## src/shared/pdw_pkg.sv

```systemverilog
// constants and types for the power-down, wakeup timer and watchdog block
package pdw_pkg;
  localparam int unsigned CLK_MHZ        = 100;
  // tick period of the slow rc clock domain, microseconds
  localparam int unsigned TICK_MIN_US    = 300;
  localparam int unsigned TICK_MAX_US    = 80000;
  localparam int unsigned TICK_RESET_US  = 10000;
  localparam int unsigned TICK_RESET_CYC = TICK_RESET_US * CLK_MHZ;
  localparam int unsigned TIMER_W        = 16;
  localparam int unsigned PRESC_W        = 24;
  localparam logic [15:0] TIMER_ZERO     = 16'h0000;
  localparam logic [15:0] TIMER_ONE      = 16'h0001;
  localparam logic [23:0] PRESC_ZERO     = 24'h000000;
  localparam logic [23:0] PRESC_ONE      = 24'h000001;
  localparam logic [23:0] TICK_RESET     = 24'(TICK_RESET_CYC);
  localparam int unsigned WDOG_RST_CYC   = 16;
  localparam logic [4:0]  WDOG_RST_LEN   = 5'(WDOG_RST_CYC);
  localparam logic [4:0]  CNT5_ZERO      = 5'h00;
  localparam logic [4:0]  CNT5_ONE       = 5'h01;

  typedef enum logic [1:0] {
    PDW_RUN,
    PDW_DOWN,
    PDW_WRST
  } pdw_mode_e;
endpackage

```

## src/shared/pdw_tick_if.sv

```systemverilog
// tick carrier between the prescaler and the timers
`timescale 1ns/100ps
`default_nettype none
interface pdw_tick_if;
  logic        tick;
  logic [23:0] period;
  modport src (output tick, input period);
  modport dst (input tick, output period);
endinterface
`default_nettype wire

```

## src/rtl/pdw_power_ctrl.sv

```systemverilog
// power-down control with wakeup timer and watchdog
//
// Notes on behaviour
// - power-down halts the processor clock; ram and registers keep their values.
// - the tick source and enabled timers keep running during power-down.
// - leave power-down on enabled pin a or b, timer expiry, or watchdog reset.
// - converter and radio power switches follow software, independent of power-down.
// - the slow tick source has no disable and runs while powered.
// - wakeup timer and watchdog are 16-bit counters on the slow tick.
// - shared tick period programmable, 300us to 80ms, 10ms after reset.
// - software starts and stops the wakeup timer at any time.
// - watchdog off after reset; once on, only reset turns it off.
// - software starts and stops the crystal oscillator.
// - wakeup timer expiry raises its own interrupt request.
`timescale 1ns/100ps
`default_nettype none
module pdw_power_ctrl #(
  parameter logic [23:0] TICK_RESET = pdw_pkg::TICK_RESET
) (
  input  wire logic        clock,
  input  wire logic        rst_b,
  input  wire logic        ext_wake_pin_a,
  input  wire logic        ext_wake_pin_b,
  input  wire logic        pin_a_wake_en,
  input  wire logic        pin_b_wake_en,
  input  wire logic        power_down_req,
  input  wire logic        adc_on,
  input  wire logic        radio_on,
  input  wire logic        xtal_on,
  input  wire logic        tick_wr,
  input  wire logic [23:0] tick_period,
  input  wire logic        wut_start,
  input  wire logic        wut_stop,
  input  wire logic        wut_reload_mode,
  input  wire logic [15:0] wut_count,
  input  wire logic        wut_flag_clr,
  input  wire logic        wdog_enable,
  input  wire logic        wdog_kick,
  input  wire logic [15:0] wdog_timeout,
  output logic             cpu_halt,
  output logic             adc_power,
  output logic             radio_power,
  output logic             xtal_run,
  output logic             wut_irq,
  output logic             wut_running,
  output logic             wdog_active,
  output logic             wdog_reset_out,
  output logic [15:0]      wut_value
);
  typedef struct packed {
    pdw_pkg::pdw_mode_e mode;
    logic [1:0]  sync_a;
    logic [1:0]  sync_b;
    logic [23:0] period;
    logic        wut_run;
    logic [15:0] wut_cnt;
    logic        wut_flag;
    logic        wd_on;
    logic [15:0] wd_cnt;
    logic [4:0]  rst_cnt;
    logic        adc;
    logic        radio;
    logic        xtal;
  } pdw_st_s;

  pdw_st_s st_reg;
  pdw_st_s st_next;
  pdw_tick_if tk ();

  pdw_tick_gen u_tick (
    .clock (clock),
    .rst_b (rst_b),
    .tk    (tk.src)
  );

  assign tk.period = st_reg.period;

  logic pin_wake;
  logic wut_hit;
  logic wd_hit;
  // pins are active low
  assign pin_wake = (pin_a_wake_en && !st_reg.sync_a[1])
                 || (pin_b_wake_en && !st_reg.sync_b[1]);
  assign wut_hit  = st_reg.wut_run && tk.tick
                 && (st_reg.wut_cnt + pdw_pkg::TIMER_ONE >= wut_count);
  assign wd_hit   = st_reg.wd_on && tk.tick && !wdog_kick
                 && (st_reg.wd_cnt + pdw_pkg::TIMER_ONE >= wdog_timeout);

  ////////////////////////////////////////////////////////////////////////
  always_comb begin
    st_next        = st_reg;
    st_next.sync_a = {st_reg.sync_a[0], ext_wake_pin_a};
    st_next.sync_b = {st_reg.sync_b[0], ext_wake_pin_b};
    st_next.adc    = adc_on;
    st_next.radio  = radio_on;
    st_next.xtal   = xtal_on;
    if (tick_wr) begin
      st_next.period = tick_period;
    end
    // wakeup timer
    if (wut_start) begin
      st_next.wut_run = 1'b1;
      st_next.wut_cnt = pdw_pkg::TIMER_ZERO;
    end else if (wut_stop) begin
      st_next.wut_run = 1'b0;
    end else if (wut_hit) begin
      st_next.wut_cnt = pdw_pkg::TIMER_ZERO;
      st_next.wut_run = wut_reload_mode;
    end else if (st_reg.wut_run && tk.tick) begin
      st_next.wut_cnt = st_reg.wut_cnt + pdw_pkg::TIMER_ONE;
    end
    if (wut_hit) begin
      st_next.wut_flag = 1'b1;
    end else if (wut_flag_clr) begin
      st_next.wut_flag = 1'b0;
    end
    // watchdog
    if (wdog_enable) begin
      st_next.wd_on = 1'b1;
    end
    if (wdog_kick || !st_reg.wd_on) begin
      st_next.wd_cnt = pdw_pkg::TIMER_ZERO;
    end else if (tk.tick) begin
      st_next.wd_cnt = st_reg.wd_cnt + pdw_pkg::TIMER_ONE;
    end
    // mode machine
    case (st_reg.mode)
      pdw_pkg::PDW_RUN: begin
        if (wd_hit) begin
          st_next.mode    = pdw_pkg::PDW_WRST;
          st_next.rst_cnt = pdw_pkg::CNT5_ZERO;
        end else if (power_down_req) begin
          st_next.mode = pdw_pkg::PDW_DOWN;
        end
      end
      pdw_pkg::PDW_DOWN: begin
        if (wd_hit) begin
          st_next.mode    = pdw_pkg::PDW_WRST;
          st_next.rst_cnt = pdw_pkg::CNT5_ZERO;
        end else if (pin_wake || wut_hit) begin
          st_next.mode = pdw_pkg::PDW_RUN;
        end
      end
      pdw_pkg::PDW_WRST: begin
        st_next.rst_cnt = st_reg.rst_cnt + pdw_pkg::CNT5_ONE;
        if (st_reg.rst_cnt == pdw_pkg::WDOG_RST_LEN) begin
          // full internal reset of this block too
          st_next          = '0;
          st_next.sync_a   = 2'h3;
          st_next.sync_b   = 2'h3;
          st_next.period   = TICK_RESET;
          st_next.mode     = pdw_pkg::PDW_RUN;
          // switches keep following software through the reset
          st_next.adc      = adc_on;
          st_next.radio    = radio_on;
          st_next.xtal     = xtal_on;
        end
      end
      default: st_next.mode = pdw_pkg::PDW_RUN;
    endcase
  end

  ////////////////////////////////////////////////////////////////////////
  always_ff @(posedge clock or negedge rst_b) begin
    if (!rst_b) begin
      st_reg        <= '0;
      st_reg.sync_a <= 2'h3;
      st_reg.sync_b <= 2'h3;
      st_reg.period <= TICK_RESET;
    end else begin
      st_reg <= st_next;
    end
  end

  ////////////////////////////////////////////////////////////////////////
  always_ff @(posedge clock or negedge rst_b) begin
    if (!rst_b) begin
      cpu_halt       <= 1'b0;
      adc_power      <= 1'b0;
      radio_power    <= 1'b0;
      xtal_run       <= 1'b0;
      wut_irq        <= 1'b0;
      wut_running    <= 1'b0;
      wdog_active    <= 1'b0;
      wdog_reset_out <= 1'b0;
      wut_value      <= pdw_pkg::TIMER_ZERO;
    end else begin
      cpu_halt       <= st_next.mode == pdw_pkg::PDW_DOWN;
      adc_power      <= st_next.adc;
      radio_power    <= st_next.radio;
      xtal_run       <= st_next.xtal;
      wut_irq        <= st_next.wut_flag;
      wut_running    <= st_next.wut_run;
      wdog_active    <= st_next.wd_on;
      wdog_reset_out <= st_next.mode == pdw_pkg::PDW_WRST;
      wut_value      <= st_next.wut_cnt;
    end
  end

  ////////////////////////////////////////////////////////////////////////
  wdog_sticky_a: assert property (@(posedge clock) disable iff (!rst_b)
    st_reg.wd_on && st_reg.mode != pdw_pkg::PDW_WRST |=> st_reg.wd_on)
    else $error("watchdog turned off without reset");
  wdog_fires_a: assert property (@(posedge clock) disable iff (!rst_b)
    wd_hit && st_reg.mode != pdw_pkg::PDW_WRST |=> wdog_reset_out)
    else $error("watchdog timeout gave no reset");
  wake_pin_a: assert property (@(posedge clock) disable iff (!rst_b)
    st_reg.mode == pdw_pkg::PDW_DOWN && pin_wake && !wd_hit
      |=> !cpu_halt)
    else $error("enabled pin did not wake");
  halt_entry_a: assert property (@(posedge clock) disable iff (!rst_b)
    st_reg.mode == pdw_pkg::PDW_RUN && power_down_req && !wd_hit
      |=> cpu_halt)
    else $error("power-down not entered");
  timer_flag_a: assert property (@(posedge clock) disable iff (!rst_b)
    wut_hit && st_reg.mode != pdw_pkg::PDW_WRST |=> wut_irq)
    else $error("timer expiry set no flag");
  timer_stop_a: assert property (@(posedge clock) disable iff (!rst_b)
    wut_stop && !wut_start |=> !wut_running)
    else $error("timer did not stop");
  down_counts_a: assert property (@(posedge clock) disable iff (!rst_b)
    st_reg.mode == pdw_pkg::PDW_DOWN && st_reg.wut_run && tk.tick
      && !wut_hit && !wut_start && !wut_stop
      |=> st_reg.wut_cnt == $past(st_reg.wut_cnt) + pdw_pkg::TIMER_ONE)
    else $error("timer froze in power-down");
  power_follow_a: assert property (@(posedge clock) disable iff (!rst_b)
    ##1 adc_power == $past(adc_on) && radio_power == $past(radio_on))
    else $error("power switch not followed");
  xtal_follow_a: assert property (@(posedge clock) disable iff (!rst_b)
    ##1 xtal_run == $past(xtal_on))
    else $error("oscillator switch not followed");
endmodule
`default_nettype wire

```

## src/rtl/pdw_tick_gen.sv

```systemverilog
// shared tick prescaler standing in for the slow rc clock
`timescale 1ns/100ps
`default_nettype none
module pdw_tick_gen (
  input  wire logic clock,
  input  wire logic rst_b,
  pdw_tick_if.src   tk
);
  typedef struct packed {
    logic [23:0] cnt;
    logic        tick;
  } pdw_tg_s;

  pdw_tg_s st_reg;
  pdw_tg_s st_next;

  // free running, no disable input exists
  always_comb begin
    st_next      = st_reg;
    st_next.tick = 1'b0;
    if (st_reg.cnt >= tk.period - pdw_pkg::PRESC_ONE) begin
      st_next.cnt  = pdw_pkg::PRESC_ZERO;
      st_next.tick = 1'b1;
    end else begin
      st_next.cnt = st_reg.cnt + pdw_pkg::PRESC_ONE;
    end
  end

  always_ff @(posedge clock or negedge rst_b) begin
    if (!rst_b) begin
      st_reg <= '0;
    end else begin
      st_reg <= st_next;
    end
  end

  assign tk.tick = st_reg.tick;

  tick_runs_a: assert property (@(posedge clock) disable iff (!rst_b)
    (st_reg.cnt == pdw_pkg::PRESC_ZERO && !st_reg.tick)
      |-> ##1 st_reg.cnt == pdw_pkg::PRESC_ONE || st_reg.tick)
    else $error("prescaler stalled");
endmodule
`default_nettype wire

```

## config.mk

```make
export PLATFORM = sky130hd
export DESIGN_NAME = pdw_power_ctrl
export DESIGN_NICKNAME = d
export VERILOG_FILES = /design/src/shared/pdw_pkg.sv /design/src/shared/pdw_tick_if.sv /design/src/rtl/pdw_power_ctrl.sv /design/src/rtl/pdw_tick_gen.sv
export SDC_FILE = /design/constraint.sdc
export NUM_CORES = 1
export LEC_CHECK = 0
export ABC_CLOCK_PERIOD_IN_PS = 8400
export BUFFER_PORTS_ARGS = -buffer_cell sky130_fd_sc_hd__buf_2
export CORE_UTILIZATION = 40
export CTS_BUF_LIST = sky130_fd_sc_hd__clkbuf_16
export DETAILED_ROUTE_END_ITERATION = 10
export GPL_TIMING_DRIVEN = 0
export PLACE_DENSITY_LB_ADDON = 0.05
export SYNTH_ARGS = -nofsm -noshare
export SYNTH_HDL_FRONTEND = slang
export SYNTH_SLANG_ARGS = --single-unit
export TNS_END_PERCENT = 100
```

## constraint.sdc

```tcl
create_clock -name clock -period 8.4 [get_ports clock]
set_input_delay 0.42 -clock clock [delete_from_list [all_inputs] [get_ports clock]]
set_output_delay 0.42 -clock clock [all_outputs]
set_load 0.01 [all_outputs]
```

==> flow_summary_export.csv <==
group,metric,value,unit
floorplanning,initial_core_util,41.0,%
logic_synthesis,syn_nets,891,
critical_path,cp-start-kind,"flop",
sta,fin_ws,4.57,ns
global_routing,met2_usage,32.5,%
sta,slew_viol_final,0,
global_routing,grt_pass1_vias,5472,
placement,post_dp_cell_area,7600,um2
cts,cts.sinks,100,
critical_path,crit_required,8.63,ns
critical_path,arrival,4.06,ns
route,vias_per_cell,4.98,
floorplanning,dieArea,17600,um2
placement,portBuffers,95,
finish,drive_above_1_share,19.2,%
cts,cts_tree,"yes",
sta,period_share,45.6,%
placement,dp_cells,1072,
job,drv_cap,0,
route,drt_wl_total,15.5,mm
route,dr.pass1.iters,4,
global_routing,top_usage_layer,"met2",
placement,dp_slack,4.52,ns
logic_synthesis,ys_warn_count,0,
finish,multi_input_area,3830,um2
logic_synthesis,synth_cells,756,
global_routing,grt_pass1_wl,26.3,mm
power,irDropWorstVdd,0.000121,V
sta,rsz0062_at_grt,"false",
finish,stdcell_area,7910,um2
finish,final_nets,998,
cts,cts_made_buffers,9,
floorplanning,die_w,133,um
sta,min_period,3.83,ns
critical_path,timing.rr.start,"tk.period[5]$_DFF_PN0_",
route,initialDrtViolationCount,207,
logic_synthesis,syn_area,6820,um2
global_routing,antenna_found_initial,0,
global_routing,met3_usage,3.72,%
critical_path,cp-end-kind,"flop",
finish,final_core_util,47.5,%
power,power_density,134,nW/um2
min_path,worstHoldPathType,"input port to async pin",
sta,clock_skew,0.00870,ns
cts,post_cts_resize_count,0,
logic_synthesis,synth_top_area_share,32.6,%
cts,ctsHoldBuffers,0,
sta,fin_tns_setup,0,ns
placement,gp_congestion,0.819,
route,avgRoutedWirePerCell,14.3,um
logic_synthesis,synth_area_leaders,"dfrtp_1 (33%), ha_1 (11%), xnor2_1 (5.6%)",
global_routing,track_usage,18.6,%
sta,hold_viol_final,0,
logic_synthesis,ys_seq_elements,100,
global_routing,grt_max_degree,59,
sta,timing.hold.ws,0.0724,ns
cts,clk_transition_reported_paths,0.07,ns
logic_synthesis,async_reset_ff_share,100,%
cts,cts_setup_buffers,0,
finish,fill_cells,1584,
placement,dp_hpwl,12.2,mm
cts,clkLatencyLatePin,0.35,ns
floorplanning,chipHeight,133,um
cts,clock_path_buffers,2,
logic_synthesis,synth_top_cell_by_area,"dfrtp_1",
floorplanning,rows,47,
sta,setup_viol,0,
power,p_leak,3.91,nW
logic_synthesis,synth_ff_type,"dfrtp_1",
finish,seq_area,2520,um2
sta,max_freq,261,MHz
critical_path,critPathLaunch,"tk.period[5]$_DFF_PN0_",
outcome,run_status,"complete, no violations",
sta,worstMarginPinSlew,1.26,ns
global_routing,gr-total-overflow,0,
cts,cts-root-buf,"clkbuf_16",
logic_synthesis,ys_seq_area_share,36.9,%
finish,area_growth,15.9,%
floorplanning,coreArea,16600,um2
cts,cts.htree.levels,3,
critical_path,crit_type,"flop to flop",
finish,largest_reg_flops,27,
route,num_vias,5416,
logic_synthesis,ys_types,60,
route,drc,0,
logic_synthesis,synth-edff-count,0,
sta,relSlewSlack,15.2,%
critical_path,critPathMaxFanout,10,
finish,fin_cells,1088,
route,drtAntennaViolNets,0,
power,total_power,1.06,mW
finish,diodes,0,
global_routing,use_met1,23.7,%
logic_synthesis,syn_avg_cell_area,9.03,um2
floorplanning,top_level_ports,97,
logic_synthesis,yosys-top-cells-count,"dfrtp_1 (89), nor2_1 (89), nand2_1 (81)",
==> worst max-delay path: stages, from the launching register on <==
cell and delay [ns]:
dfrtp_1 0.42, nor4_2 0.41, nand3_1 0.25, or3_1 0.40, nor3_1 0.21, xnor2_1 0.11, ha_1 0.30, nand4_1 0.14
a2111oi_0 0.34, a21oi_1 0.21, o311ai_4 0.50, buf_2 0.33, nor2_1 0.09
==> where the power goes <==
group / switching [mW] / internal (mW)
combinational: 0.0571 / 0.0507
clock: 0.194 / 0.236
sequential: 0.0188 / 0.501
==> final cells by class <==
type / count / area share (%)
clock inverter: 7 / 1.03
timing repair buffer: 96 / 6.39
clock buffer: 9 / 2.85
sequential: 100 / 31.8
multi-input combinational: 562 / 48.4
buffer: 43 / 3.59
inverter: 51 / 2.42
tap: 220 / 3.48
==> cell usage in the layout, fill, tap and decap left out, types with 6 or more instances in the layout <==
cell       instances
nor3_1            21
dfstp_2           11
nand2_1           81
mux2i_1           25
dfrtp_1           89
o21ai_0           15
buf_4             20
nand2b_1          12
clkbuf_16          9
and3_1            10
ha_1              62
inv_1             52
buf_2             98
clkbuf_1          12
a31oi_1            6
nand3_1           40
xnor2_1           44
xor2_1            42
a211oi_1           9
nand4_1           14
nor2_1            89
a21oi_1           24
==> kinds of logic after synthesis <==
| logic type | synth area share (%) |
|---|---|
| muxes | 3.67 |
| AOI/OAI and AO/OA | 7.90 |
| buffers and inverters | 6.97 |
| adders and majority gates | 11.4 |
| and+or+nand+nor | 21.9 |
| DFF | 36.9 |
| xor gates and xnor gates | 11.3 |
==> worst paths after layout <==
kind,to,slack (ns),cells after the start
min reg2reg,st_reg[70]$_DFF_PN1_,0.48,1
max reg2reg,u_tick.st_reg[20]$_DFF_PN0_,4.57,12
min in group clock,adc_power$_DFF_PN0_,0.18,1
max in group asynchronous,st_reg[68]$_DFF_PN1_,7.59,2
min,u_tick.st_reg[10]$_DFF_PN0_,0.07,1
max,u_tick.st_reg[20]$_DFF_PN0_,4.57,12
==> layer usage <==
layer	vias up	part of all wire, %
met5	-	0
met1	2565	47
met3	7	3.2
met2	78	49
met4	0	0.72
li1	2766	-
Power figures use the tool's default switching activity.
